### config.mk
export PLATFORM = sky130hd
export DESIGN_NAME = gsict_top
export DESIGN_NICKNAME = d
export VERILOG_FILES = /design/src/design/gsict_pkg.sv /design/src/design/gsict_top.sv
export SDC_FILE = /design/constraint.sdc
export NUM_CORES = 1
export LEC_CHECK = 0
export BUFFER_PORTS_ARGS = -buffer_cell sky130_fd_sc_hd__buf_4
export CAP_MARGIN = 0
export CORE_ASPECT_RATIO = 0.9
export CORE_UTILIZATION = 30
export CTS_CLUSTER_DIAMETER = 120
export CTS_CLUSTER_SIZE = 24
export DETAILED_ROUTE_END_ITERATION = 7
export PLACE_DENSITY = 0.49
export REMOVE_ABC_BUFFERS = 1
export SLEW_MARGIN = 30
export SYNTH_ARGS = -nofsm -noshare
export SYNTH_HDL_FRONTEND = slang
export SYNTH_SLANG_ARGS = --single-unit
### constraint.sdc
create_clock -name core_clk -period 3.75 [get_ports core_clk]
set_input_delay 0.75 -clock core_clk [delete_from_list [all_inputs] [get_ports core_clk]]
set_output_delay 0.75 -clock core_clk [all_outputs]
set_load 0.02 [all_outputs]
### src/design/gsict_pkg.sv
// constants shared by the gas sensor i2c command target
package gsict_pkg;
    // clock rate of core_clk
    localparam real CLK_MHZ = 25.0;
    // power-up / soft restart delay, longest and typical, in ms
    localparam real SOFT_RESTART_DELAY_MS = 0.6;
    localparam real SOFT_RESTART_TYP_MS   = 0.4;
    localparam int  PU_CYC = int'(SOFT_RESTART_DELAY_MS * 1000.0 * CLK_MHZ);
    // measurement active time in ms
    localparam real MEAS_MS  = 40.0;
    localparam int  MEAS_CYC = int'(MEAS_MS * 1000.0 * CLK_MHZ);
    // sampling intervals in s for the two power modes
    localparam real LP_INTERVAL_S  = 2.0;
    localparam real ULP_INTERVAL_S = 30.0;
    localparam int  LP_CYC  = int'(LP_INTERVAL_S * 1000000.0 * CLK_MHZ);
    localparam int  ULP_CYC = int'(ULP_INTERVAL_S * 1000000.0 * CLK_MHZ);
    // bus framing
    localparam logic [6:0]  TARGET_ADDR   = 7'h58;
    localparam logic [3:0]  BYTE_BITS     = 4'h8;
    localparam logic [2:0]  WB_ADDR       = 3'h0;
    localparam logic [2:0]  WB_CMD_LO     = 3'h2;
    localparam logic [2:0]  WB_DATA_LO    = 3'h4;
    localparam logic [2:0]  WB_CRC        = 3'h5;
    localparam logic [1:0]  RB_HI         = 2'h0;
    localparam logic [1:0]  RB_LO         = 2'h1;
    localparam logic [1:0]  RB_CRC        = 2'h2;
    localparam logic [7:0]  FILL_BYTE     = 8'hff;
    // command codes, each with its own 3-bit check inside
    localparam logic [15:0] CMD_INIT      = 16'h20ae;
    localparam logic [15:0] CMD_MEASURE   = 16'h2008;
    localparam logic [15:0] CMD_MODE      = 16'h2000;
    // mode-select data words
    localparam logic [15:0] MODE_ULP      = 16'h0000;
    localparam logic [15:0] MODE_LP       = 16'h0001;
    // crc settings until confirmed
    localparam logic [7:0]  CRC_POLY      = 8'h31;
    localparam logic [7:0]  CRC_INIT      = 8'hff;
    // byte engine states
    typedef enum logic [2:0] {
        GSICT_IDLE, GSICT_RX, GSICT_ACK, GSICT_TX, GSICT_MACK, GSICT_SKIP
    } gsict_state_t;
endpackage

### src/design/gsict_top.sv
// i2c command target of a gas sensor, with its crc helper
`timescale 1ns/1ps
`default_nettype none

// crc over one 16-bit word, polynomial set by parameter
module gsict_crc8 #(
    parameter logic [7:0] POLY = 8'h31, // generator polynomial
    parameter logic [7:0] INIT = 8'hff  // start value
) (
    input  wire logic [15:0] word,     // data word, msb first
    output logic      [7:0]  crc       // check byte
);
    // bitwise long division, msb first
    always_comb begin
        logic [7:0] c;
        c = INIT;
        for (int i = 15; i >= 0; i--) begin
            c = (c[7] ^ word[i]) ? ((c << 1) ^ POLY) : (c << 1);
        end
        crc = c;
    end
endmodule

// Notes on behaviour
// - idle within 0.6 ms, commands only then
// - 16-bit commands carry own 3-bit check
// - every data word followed by crc byte
// - written word discarded on crc mismatch
// - answer only target address 0x58
// - transactions framed by start and stop
// - ack by low sda after 8th fall
// - measurement starts at second command ack
// - busy measurement: every access not acknowledged
// - read returns words msb first, crc
// - no master ack: stop driving, release
// - truncated reads accepted without error
// - result once, excess bytes all ones
// - low-power 2s, ultra-low 30s, default low
// - mode-select with 0x0000 selects ultra-low
// - restart or 0x0001 returns low-power
// - measurement active 40 ms, then sleep
// - init 0x20ae, measure 0x2008 codes
module gsict_top
    import gsict_pkg::*;
#(
    parameter int PU_CYCLES   = gsict_pkg::PU_CYC,   // power-up delay
    parameter int MEAS_CYCLES = gsict_pkg::MEAS_CYC, // measurement time
    parameter int LP_CYCLES   = gsict_pkg::LP_CYC,   // low-power interval
    parameter int ULP_CYCLES  = gsict_pkg::ULP_CYC   // ultra-low interval
) (
    input  wire logic        core_clk,      // core clock
    input  wire logic        arst_n,        // async reset, active low
    input  wire logic        ce,            // clock enable
    input  wire logic        soft_reset,    // restart pulse, same domain
    input  wire logic        scl_i,         // bus clock pin level
    input  wire logic        sda_i,         // bus data pin level
    output logic             sda_o,         // data drive value
    output logic             sda_oe_n,      // data drive enable, low drives
    input  wire logic [15:0] result_word,   // measured value to report
    output logic             ready,         // power-up or restart delay over
    output logic             meas_start,    // measurement start pulse
    output logic             meas_active,   // measurement running
    output logic             algo_start,    // algorithm start pulse
    output logic             ulp_mode,      // ultra-low-power selected
    output logic             sample_tick    // sampling interval pulse
);
    import gsict_pkg::*;

    logic [2:0]   scl_s_q;                  // scl synchroniser
    logic [2:0]   sda_s_q;                  // sda synchroniser
    logic         scl_f_q;                  // filtered scl
    logic         sda_f_q;                  // filtered sda
    gsict_state_t st_q;                     // byte engine state
    logic [3:0]   bit_q;                    // bit count in byte
    logic [7:0]   sh_q;                     // shift register
    logic [2:0]   wb_q;                     // written byte index
    logic [1:0]   rb_q;                     // read byte index
    logic         rw_q;                     // header direction
    logic         drv_q;                    // pulling sda low
    logic [7:0]   cmd_hi_q;                 // command high byte
    logic [15:0]  cmd_q;                    // decoded command
    logic [7:0]   dat_hi_q;                 // data high byte
    logic [15:0]  dat_q;                    // received data word
    logic [31:0]  pu_cnt_q;                 // power-up countdown
    logic [31:0]  meas_cnt_q;               // measurement countdown
    logic [31:0]  int_cnt_q;                // interval countdown
    logic [15:0]  res_q;                    // latched result
    logic         res_vld_q;                // result not yet read
    logic         rd_ok_q;                  // this read has data
    logic         ulp_q;                    // power mode
    logic         start_q;                  // meas start pulse
    logic         algo_q;                   // algo start pulse
    logic         tick_q;                   // interval pulse
    logic         mack_q;                   // sampled master ack bit
    logic [7:0]   crc_wr;                   // crc of written word
    logic [7:0]   crc_rd;                   // crc of result word

    // filtered edges and bus conditions
    wire scl_agree = (scl_s_q[1] == scl_s_q[2]);
    wire sda_agree = (sda_s_q[1] == sda_s_q[2]);
    wire scl_nx    = scl_agree ? scl_s_q[2] : scl_f_q;
    wire sda_nx    = sda_agree ? sda_s_q[2] : sda_f_q;
    wire scl_rise  = scl_nx & ~scl_f_q;
    wire scl_fall  = ~scl_nx & scl_f_q;
    wire bus_start = scl_f_q & scl_nx & sda_f_q & ~sda_nx;
    wire bus_stop  = scl_f_q & scl_nx & ~sda_f_q & sda_nx;

    // status decode
    wire pu_busy   = (pu_cnt_q != 32'h0);
    wire meas_busy = (meas_cnt_q != 32'h0);
    wire meas_end  = (meas_cnt_q == 32'h1);
    wire byte_done = scl_fall & (st_q == GSICT_RX) & (bit_q == BYTE_BITS);
    wire addr_hit  = (sh_q[7:1] == TARGET_ADDR);
    wire addr_ok   = addr_hit & ~pu_busy & ~meas_busy;
    wire hdr_byte  = (wb_q == WB_ADDR);
    wire ack_now   = byte_done & (hdr_byte ? addr_ok : 1'b1);
    wire cmd_done  = byte_done & (wb_q == WB_CMD_LO);
    wire [15:0] cmd_nx = {cmd_hi_q, sh_q};
    wire is_meas   = cmd_done & (cmd_nx == CMD_MEASURE);
    wire is_init   = cmd_done & (cmd_nx == CMD_INIT);
    wire crc_done  = byte_done & (wb_q == WB_CRC);
    wire crc_ok    = (sh_q == crc_wr);
    wire mode_wr   = crc_done & crc_ok & (cmd_q == CMD_MODE);
    wire go_ulp    = mode_wr & (dat_q == MODE_ULP);
    wire go_lp     = mode_wr & (dat_q == MODE_LP);
    wire rd_hdr    = byte_done & hdr_byte & addr_ok & sh_q[0];
    wire mack_ok   = ~mack_q;

    // crc engines for write check and read answer
    gsict_crc8 #(.POLY(CRC_POLY), .INIT(CRC_INIT)) u_crc_wr (
        .word (dat_q),
        .crc  (crc_wr)
    );
    gsict_crc8 #(.POLY(CRC_POLY), .INIT(CRC_INIT)) u_crc_rd (
        .word (res_q),
        .crc  (crc_rd)
    );

    // byte to send: data msb first, crc, then fill
    wire [7:0] tx_word = (rb_q == RB_HI)  ? res_q[15:8] :
                         (rb_q == RB_LO)  ? res_q[7:0]  :
                         (rb_q == RB_CRC) ? crc_rd      : FILL_BYTE;
    wire [7:0] tx_byte = rd_ok_q ? tx_word : FILL_BYTE;

    // outputs
    assign sda_o       = 1'b0;
    assign sda_oe_n    = ~drv_q;
    assign ready       = ~pu_busy;
    assign meas_start  = start_q;
    assign meas_active = meas_busy;
    assign algo_start  = algo_q;
    assign ulp_mode    = ulp_q;
    assign sample_tick = tick_q;

    // pin synchronisers and agreement filter
    always_ff @(posedge core_clk or negedge arst_n) begin
        if (!arst_n) begin
            scl_s_q <= 3'h7;
            sda_s_q <= 3'h7;
            scl_f_q <= 1'b1;
            sda_f_q <= 1'b1;
        end else if (ce) begin
            scl_s_q <= {scl_s_q[1:0], scl_i};
            sda_s_q <= {sda_s_q[1:0], sda_i};
            scl_f_q <= scl_nx;
            sda_f_q <= sda_nx;
        end
    end

    // power-up and soft restart countdown
    always_ff @(posedge core_clk or negedge arst_n) begin
        if (!arst_n) begin
            pu_cnt_q <= 32'(PU_CYCLES);
        end else if (ce) begin
            if (soft_reset) begin
                pu_cnt_q <= 32'(PU_CYCLES);
            end else if (pu_busy) begin
                pu_cnt_q <= pu_cnt_q - 32'h1;
            end
        end
    end

    // measurement timer and result hand-off
    always_ff @(posedge core_clk or negedge arst_n) begin
        if (!arst_n) begin
            meas_cnt_q <= 32'h0;
            res_q      <= 16'h0;
            res_vld_q  <= 1'b0;
            start_q    <= 1'b0;
        end else if (ce) begin
            start_q <= is_meas;
            if (soft_reset) begin
                meas_cnt_q <= 32'h0;
                res_vld_q  <= 1'b0;
            end else if (is_meas) begin
                meas_cnt_q <= 32'(MEAS_CYCLES);
                res_vld_q  <= 1'b0;
            end else if (meas_end) begin
                meas_cnt_q <= 32'h0;
                res_q      <= result_word;
                res_vld_q  <= 1'b1;
            end else if (meas_busy) begin
                meas_cnt_q <= meas_cnt_q - 32'h1;
            end else if (rd_hdr) begin
                res_vld_q  <= 1'b0;
            end
        end
    end

    // power mode and sampling interval
    always_ff @(posedge core_clk or negedge arst_n) begin
        if (!arst_n) begin
            ulp_q     <= 1'b0;
            int_cnt_q <= 32'h0;
            tick_q    <= 1'b0;
            algo_q    <= 1'b0;
        end else if (ce) begin
            algo_q <= is_init;
            tick_q <= (int_cnt_q == 32'h1);
            if (soft_reset || go_lp) begin
                ulp_q <= 1'b0;
            end else if (go_ulp) begin
                ulp_q <= 1'b1;
            end
            if (int_cnt_q <= 32'h1) begin
                int_cnt_q <= ulp_q ? 32'(ULP_CYCLES) : 32'(LP_CYCLES);
            end else begin
                int_cnt_q <= int_cnt_q - 32'h1;
            end
        end
    end

    // write-side byte capture
    always_ff @(posedge core_clk or negedge arst_n) begin
        if (!arst_n) begin
            cmd_hi_q <= 8'h0;
            cmd_q    <= 16'h0;
            dat_hi_q <= 8'h0;
            dat_q    <= 16'h0;
        end else if (ce && byte_done) begin
            case (wb_q)
                WB_CMD_LO - 3'h1: cmd_hi_q <= sh_q;
                WB_CMD_LO:        cmd_q    <= cmd_nx;
                WB_DATA_LO - 3'h1: dat_hi_q <= sh_q;
                WB_DATA_LO:       dat_q    <= {dat_hi_q, sh_q};
                default:          cmd_hi_q <= cmd_hi_q;
            endcase
        end
    end

    // bit and byte engine
    always_ff @(posedge core_clk or negedge arst_n) begin
        if (!arst_n) begin
            st_q    <= GSICT_IDLE;
            bit_q   <= 4'h0;
            sh_q    <= 8'h0;
            wb_q    <= 3'h0;
            rb_q    <= 2'h0;
            rw_q    <= 1'b0;
            drv_q   <= 1'b0;
            rd_ok_q <= 1'b0;
            mack_q  <= 1'b1;
        end else if (ce) begin
            if (bus_start) begin
                st_q  <= GSICT_RX;
                bit_q <= 4'h0;
                wb_q  <= WB_ADDR;
                drv_q <= 1'b0;
            end else if (bus_stop) begin
                st_q  <= GSICT_IDLE;
                drv_q <= 1'b0;
            end else begin
                case (st_q)
                    GSICT_RX: begin
                        if (scl_rise) begin
                            sh_q  <= {sh_q[6:0], sda_nx}; // level seen with the edge
                            bit_q <= bit_q + 4'h1;
                        end else if (byte_done) begin
                            bit_q <= 4'h0;
                            if (ack_now) begin
                                st_q  <= GSICT_ACK;
                                drv_q <= 1'b1;
                            end else begin
                                st_q  <= GSICT_SKIP;
                            end
                            if (hdr_byte) begin
                                rw_q    <= sh_q[0];
                                rb_q    <= RB_HI;
                                rd_ok_q <= res_vld_q;
                            end
                            if (wb_q != WB_CRC) begin
                                wb_q <= wb_q + 3'h1;
                            end
                        end
                    end
                    GSICT_ACK: begin
                        if (scl_fall && rw_q) begin
                            st_q  <= GSICT_TX;
                            drv_q <= ~tx_byte[7];
                            sh_q  <= {tx_byte[6:0], 1'b1};
                            bit_q <= 4'h1;
                        end else if (scl_fall) begin
                            st_q  <= GSICT_RX;
                            drv_q <= 1'b0;
                        end
                    end
                    GSICT_TX: begin
                        if (scl_fall && bit_q == BYTE_BITS) begin
                            st_q  <= GSICT_MACK;
                            drv_q <= 1'b0;
                            if (rb_q != RB_CRC + 2'h1) begin
                                rb_q <= rb_q + 2'h1;
                            end
                        end else if (scl_fall) begin
                            drv_q <= ~sh_q[7];
                            sh_q  <= {sh_q[6:0], 1'b1};
                            bit_q <= bit_q + 4'h1;
                        end
                    end
                    GSICT_MACK: begin
                        if (scl_rise) begin
                            mack_q <= sda_nx;
                        end else if (scl_fall && mack_ok) begin
                            st_q  <= GSICT_TX;
                            drv_q <= ~tx_byte[7];
                            sh_q  <= {tx_byte[6:0], 1'b1};
                            bit_q <= 4'h1;
                        end else if (scl_fall) begin
                            st_q  <= GSICT_SKIP;
                        end
                    end
                    GSICT_SKIP: begin
                        drv_q <= 1'b0;
                    end
                    default: begin
                        drv_q <= 1'b0;
                    end
                endcase
            end
        end
    end

    // checks on the bus, timer and mode behaviour
    a_no_ack_early: assert property (
        @(posedge core_clk) disable iff (!arst_n)
        (pu_busy && !soft_reset) |-> ##1 (st_q != GSICT_ACK) || !drv_q
    ) else $error("acknowledge before idle");

    a_ack_addr_only: assert property (
        @(posedge core_clk) disable iff (!arst_n)
        (ce && byte_done && hdr_byte && !addr_hit && !bus_start) |=> !drv_q
    ) else $error("foreign address acknowledged");

    a_ack_slot_drv: assert property (
        @(posedge core_clk) disable iff (!arst_n)
        (ce && ack_now && !bus_start && !bus_stop) |=> drv_q && st_q == GSICT_ACK
    ) else $error("good byte not acknowledged");

    a_meas_on_ack: assert property (
        @(posedge core_clk) disable iff (!arst_n)
        $rose(start_q) |-> drv_q && meas_busy
    ) else $error("measurement start not tied to acknowledge");

    a_busy_nack_hdr: assert property (
        @(posedge core_clk) disable iff (!arst_n)
        (ce && meas_busy && byte_done && hdr_byte && !bus_start) |=> !drv_q [*2]
    ) else $error("header acknowledged while busy");

    a_nack_release: assert property (
        @(posedge core_clk) disable iff (!arst_n)
        (ce && st_q == GSICT_MACK && scl_fall && !mack_ok && !bus_start)
            |=> st_q == GSICT_SKIP && !drv_q
    ) else $error("sda held after not-acknowledge");

    a_result_once: assert property (
        @(posedge core_clk) disable iff (!arst_n)
        (ce && rd_hdr && !meas_end && !soft_reset) |=> !res_vld_q
    ) else $error("result offered twice");

    a_mode_restart: assert property (
        @(posedge core_clk) disable iff (!arst_n)
        (ce && (soft_reset || go_lp)) |=> !ulp_q
    ) else $error("low-power mode not restored");

    a_mode_ulp_sel: assert property (
        @(posedge core_clk) disable iff (!arst_n)
        (ce && go_ulp && !soft_reset) |=> ulp_q
    ) else $error("ultra-low mode not selected");

    a_meas_length: assert property (
        @(posedge core_clk) disable iff (!arst_n)
        $rose(meas_busy) |-> meas_cnt_q == 32'(MEAS_CYCLES)
    ) else $error("measurement time wrong");

    a_crc_discard: assert property (
        @(posedge core_clk) disable iff (!arst_n)
        (ce && crc_done && !crc_ok && !soft_reset) |=> $stable(ulp_q)
    ) else $error("bad crc word used");
endmodule

`default_nettype wire

Word level (Yosys, flattened, before mapping)
Cells that the tools add are included.
Widths: inputs -> output; s select.
{"block": "totals", "register_bits": 197, "latchBits": 0, "ram_bits": 0, "romBits": 0, "output_inout_bits": 8, "mem_count": 0}
{"block": "classes", "add_sub_neg": 6, "multipliers": 0, "div_mod_pow": 0, "n_lt_le_gt_ge": 1, "n_eq_ne": 53, "shift": 0, "muxes": 107, "n_bitwise": 98, "reduce_logical": 38}
{"operator": "$mux 32", "n": 7}
{"operator": "$mux 6", "n": 32}
{"operator": "$sub 32x1->32 const B", "n": 3}
{"operator": "$not 3->3", "n": 30}
{"operator": "$mux 8", "n": 10}
{"operator": "$eq 32x1->1 const B", "n": 2}
{"operator": "$reduce_bool 32->1", "n": 2}
{"operator": "$mux 3", "n": 17}
{"operator": "$eq 16x14->1 const B", "n": 3}
{"operator": "$mux 4", "n": 9}
{"operator": "$le 32x1->1 const B", "n": 1}
{"operator": "$pmux 8 s4", "n": 1}
{"operator": "$mux 30", "n": 1}
{"operator": "$ne 4x4->1 const B", "n": 7}
{"operator": "$ne 2x2->1 const B", "n": 13}
{"operator": "$xor 1x1->1", "n": 26}
{"operator": "$and 1x1->1", "n": 23}
{"operator": "$mux 1", "n": 21}
{"operator": "$ne 3x3->1 const B", "n": 6}
{"operator": "$reduce_and 9->1", "n": 2}
{"operator": "$eq 16x1->1 const B", "n": 1}
{"operator": "$logic_not 16->1", "n": 1}
{"operator": "$pmux 4 s4", "n": 1}
{"operator": "$reduce_and 8->1", "n": 2}
{"operator": "36 further kinds", "n": 82}

Longest topological paths before layout
{"block": "depth", "depth_word": 41, "mapped_depth": 10, "depth_no_buf": 9}

Modules after synthesis
From an unflattened synthesis, not the netlist that was laid out.
{"block": "unflattened", "hier_cells": 1135, "area_unflattened_um2": 11347.1}
{"mod": "gsict_top", "instances": 1, "cells_each": 1073, "area_each_um2": 10578.9, "seq_area_each_um2": 4949.7}
{"mod": "gsict_crc8", "instances": 2, "cells_each": 31, "area_each_um2": 384.1, "seq_area_each_um2": 0.0}

Least setup slack after synthesis
Ideal clock, no wire load.
{"block": "synth_timing", "path_kind": "register to register", "start": "reg pu_cnt_q[0]", "end": "reg st_q[0]", "setup_time_ns": 0.125, "arrival_ns": 2.623, "required_time_ns": 3.625, "slack_ns": 1.002, "path_stages_with_launch": 10, "path_buffers": 0, "path_cell_list": "dfrtp_1 inv_1 ha_1 or4b_4 nor4_2 or4b_4 o31a_1 nor2_2 o32ai_1 mux2_2"}
{"block": "synth_via", "elab_chain_len": 12}
{"item": "start: declaration", "line_no": "gsict_top.sv:84", "rtl": "logic [31:0] pu_cnt_q;"}
{"item": "start signal: assignment", "line_no": "gsict_top.sv:173", "rtl": "pu_cnt_q <= 32'(PU_CYCLES);"}
{"item": "start signal: assignment", "line_no": "gsict_top.sv:176", "rtl": "pu_cnt_q <= 32'(PU_CYCLES);"}
{"item": "start signal: assignment", "line_no": "gsict_top.sv:178", "rtl": "pu_cnt_q <= pu_cnt_q - 32'h1;"}
{"item": "$reduce_bool 32->1", "line_no": "gsict_top.sv:109", "rtl": "wire pu_busy = (pu_cnt_q != 32'h0);"}
{"item": "$not 1->1", "line_no": "gsict_top.sv:114", "rtl": "wire addr_ok = addr_hit & ~pu_busy & ~meas_busy;"}
{"item": "$and 1x1->1 (2 in a row)", "line_no": "gsict_top.sv:114"}
{"item": "$mux 1", "line_no": "gsict_top.sv:116", "rtl": "wire ack_now = byte_done & (hdr_byte ? addr_ok : 1'b1);"}
{"item": "$and 1x1->1", "line_no": "gsict_top.sv:116"}
{"item": "$mux 3", "line_no": "gsict_top.sv:280", "rtl": "if (ack_now) begin"}
{"item": "$mux 3", "line_no": "gsict_top.sv:278", "rtl": "end else if (byte_done) begin"}
{"item": "$mux 3", "line_no": "gsict_top.sv:275", "rtl": "if (scl_rise) begin"}
{"item": "$pmux 3 s4", "line_no": "gsict_top.sv:273", "rtl": "case (st_q)"}
{"item": "$mux 3", "line_no": "gsict_top.sv:269", "rtl": "end else if (bus_stop) begin"}
{"item": "$mux 3", "line_no": "gsict_top.sv:264", "rtl": "if (bus_start) begin"}
{"item": "end signal: assignment", "line_no": "gsict_top.sv:265", "rtl": "st_q <= GSICT_RX;"}
{"item": "end signal: assignment", "line_no": "gsict_top.sv:270", "rtl": "st_q <= GSICT_IDLE;"}
{"item": "end signal: assignment", "line_no": "gsict_top.sv:281", "rtl": "st_q <= GSICT_ACK;"}
{"item": "end: declaration", "line_no": "gsict_top.sv:73", "rtl": "gsict_state_t st_q;"}
Every way passes these cells. The select of a mux whose other input is x is not followed.
A chain may end at the register's enable or synchronous reset.

Worst setup path after layout
{"block": "layout_timing", "start": "reg pu_cnt_q[23]", "end": "out ready"}
{"block": "layout_via", "elab_chain_len": 2}
{"item": "$reduce_bool 32->1", "line_no": "gsict_top.sv:109"}
{"item": "$not 1->1", "line_no": "gsict_top.sv:148", "rtl": "assign ready = ~pu_busy;"}
{"item": "end: declaration", "line_no": "gsict_top.sv:60", "rtl": "output logic ready,"}
Every way passes these cells.

==> run summary <==
Clock Sink Count = 197
clock root cell = clkbuf_16
post-cts resize count = 0
Post-synth EDFFs = 0
Max-slew headroom = 0.3905
H-tree depth = 4
Setup CP Type = register to output port
largest net degree at the start of global routing = 91
Critical path buffers and inverters = 1
Synth Instances = 1132
flop2flop setup slack = 0.68 ns
post-route ant nets = 0
Setup Skew = 0.01144 ns
antenna cells = 0
critical path launch point type = register
RR Endpoint = meas_cnt_q[19]
Routed wire per std cell = 16.05 um
core area = 0.03650 mm2
P per Cell Area = 642.4 mW/mm2
Int Pwr = 5.132 mW
CP top delay family = simple AND/OR/NAND/NOR gates
CTS Buf Count = 17
latest clock arrival within the worst-skew pair = 0.44 ns
part of the power in registers = 0.380
Sw Pwr = 2.940 mW
Final setup viols = 0
Worst setup EP type = output port
Worst Tran Pin Value = 0.9142 ns
Crit. path cell count = 4
Mapped Avg Cell Area = 9.907 um2
CP max stage cell = nor4_1
Clock Power Share = 0.243
cts hold-fix bufs = 0
share of layout cells above drive strength 1 = 0.1693
die area = 0.03816 mm2
area grow syn2layout = 12.05%
DP Wirelength = 18.25 mm
Syn Std Cell Area = 0.01121 mm2
critical path's most frequent cell = nor4_1
Async SR Flop Fraction = 1.000
final wirelength = 26.22 mm
CP startpoint = pu_cnt_q[23]
Max Slew Vio Count = 0
DRC = 0
crit path capture = ready
initial antenna violation count = 0
Die Wd = 205.8 um
WP data required = 3.00 ns
most frequent cells in the layout = dfrtp_1, nor2_1, nand2_1
Worst Reg-to-Reg Cells = 8
Final min period = 3.445 ns
yosys warns = 0
Reg-to-Reg Start = meas_cnt_q[5]
crit share post-route = 0.9188
critical path peak fanout = 6
DIE HEIGHT = 185.4 um
Layout Nets = 1186
number of global-route vias before repair = 8223
Iteration-0 DRC Markers = 657
CP max stage delay = 0.73 ns
register area share after synthesis = 0.4414
Maximum Capacitance Violations = 0
max frequency = 0.2902 GHz
Worst-path clk slew = 0.07 ns
RSZ-0062 raised after global routing = no
I/O pin cnt = 30
Vias/cell = 5.139
Leakage = 5.566 nW
global-route wire length before repair = 43.66 mm
Initial Utilization = 0.3072
CTS tree = built
Max Root-Sink Buffers = 2
via count = 8397
Yosys cell types = 85
GR Overflow Total = 0
# rows = 66
flops & latches, synth = 197
Global Route Usage Sum = 0.1433
HP Class = input port to asynchronous set/reset pin
GP Congestion = 0.8273
ys flop type = dfrtp_1
total iterations of the first detailed-routing run = 5
IO Port Bufs = 28
status = complete, no violations
post-CTS setup buffers = 0
most common cell after layout, fill and taps aside = dfrtp_1
worst vdd ir = 0.3510 mV
hold slack final = 0.3403 ns
Setup TNS = 0 ns
combinational share of power = 0.376
final hold violation count = 0
worst path cell trace = nor4_1, nand2_1, nor4_1, buf_4
arrival time at the worst endpoint = 2.70 ns
Sw Share = 0.3642
## metal layers
metal	track usage	part of all wire	wire, um
met5	0	0	0
met4	0.04118	0.012	318
met3	0.02428	0.034	901
met2	0.2183	0.44	11620
met1	0.2069	0.51	13380
## area by class of cell
cell class	count	area, um2
Fill cell	3734	23930
Multi-Input combinational cell	841	5851
Sequential cell	197	4950
Tap cell	476	595.6
Clock buffer	22	464.2
Timing Repair Buffer	50	406.6
Inverter	40	150.1
Clock inverter	8	148.9
## registers in the layout, indices dropped and copies added, names as in the netlist, 2 cells and up
signal and cells:
rb_q 2, scl_s_q 3, sh_q 8, meas_cnt_q 32, pu_cnt_q 32, dat_q 16
bit_q 4, cmd_hi_q 8, dat_hi_q 8, sda_s_q 3, st_q 3, wb_q 3
int_cnt_q 32, res_q 16, cmd_q 16
## stage by stage
stage	area [um2]	power, mW	setup slack (ns)	utilization	instances
CTS	12570	8.136	0.3143	0.3443	1634
finish	12570	8.072	0.3046	0.3443	1634
floorplan	10940	5.307	0.6502	-	1078
global route	12570	8.622	0.01985	0.3443	1634
global placement	11950	6.115	0.7795	0.3275	1604
detailed placement	11950	6.134	0.7212	0.3275	1604
## power groups by stage
stage,Sequential (mW),Clock [mW],Combinational [mW]
finish,3.07,1.96,3.04
global route,3.14,2.10,3.38
CTS,3.07,2.02,3.05
detailed placement,3.10,0,3.03
global placement,3.09,0,3.02
floorplan,2.97,0,2.34
## kinds of logic (layout without fill, tap and decap cells)
family          after synthesis  in the layout  synth area share
compound gates              224            224            0.1274
mux                          74             74           0.07375
simple gates                420            420            0.2005
other cells                   1              1         0.0003344
flops                       197            197            0.4414
fa+ha+maj                    17             17           0.01897
xor+xnor                    105            105           0.09997
buf+inv                      94            120           0.03771
## worst min-delay path by stage
stage,endpoint,cells after the start,start
finish,res_q[14],1,arst_n
global route,res_q[14],1,arst_n
CTS,res_q[14],1,arst_n
detailed placement,int_cnt_q[31],2,int_cnt_q[31]
global placement,dat_q[15],2,dat_hi_q[7]
floorplan,int_cnt_q[31],2,int_cnt_q[31]
## worst register-to-register path, stage by stage (launching register included)
cell     delay (ns)
dfrtp_1        0.42
or4_1          0.59
nor3_1         0.37
nand4_1        0.45
and2_1         0.51
nor2_1         0.15
buf_4          0.20
a21oi_1        0.06
o22a_1         0.20
## synthesized netlist by cell type, types with 4 or more instances
cell | instances | area share
a221oi_1 | 4 | 0.0031
xnor2_1 | 58 | 0.045
inv_1 | 40 | 0.013
or3_1 | 12 | 0.0067
nand2b_1 | 12 | 0.0067
dfrtp_1 | 181 | 0.40
nor2_1 | 110 | 0.037
nor3_1 | 31 | 0.014
xor2_1 | 32 | 0.025
buf_2 | 8 | 0.0036
clkbuf_1 | 35 | 0.012
or2_2 | 7 | 0.0039
o31ai_1 | 4 | 0.0027
nand2_1 | 87 | 0.029
and3_1 | 7 | 0.0039
and2_1 | 8 | 0.0045
nor4b_1 | 6 | 0.0047
a21oi_1 | 64 | 0.029
or4_1 | 10 | 0.0067
nor4_1 | 48 | 0.027
o22a_1 | 18 | 0.014
o21ai_0 | 61 | 0.027
ha_1 | 17 | 0.019
nor2b_1 | 8 | 0.0045
nand3_1 | 22 | 0.0098
mux2i_1 | 5 | 0.0045
xnor3_1 | 13 | 0.026
dfstp_2 | 16 | 0.037
nand4_1 | 10 | 0.0056
nand3b_1 | 6 | 0.0040
a31oi_1 | 10 | 0.0056
nand4b_1 | 6 | 0.0047
a211oi_1 | 10 | 0.0067
mux2_2 | 69 | 0.069
o22ai_1 | 7 | 0.0039
a21o_1 | 9 | 0.0060
(Power assumes the default switching activity.)
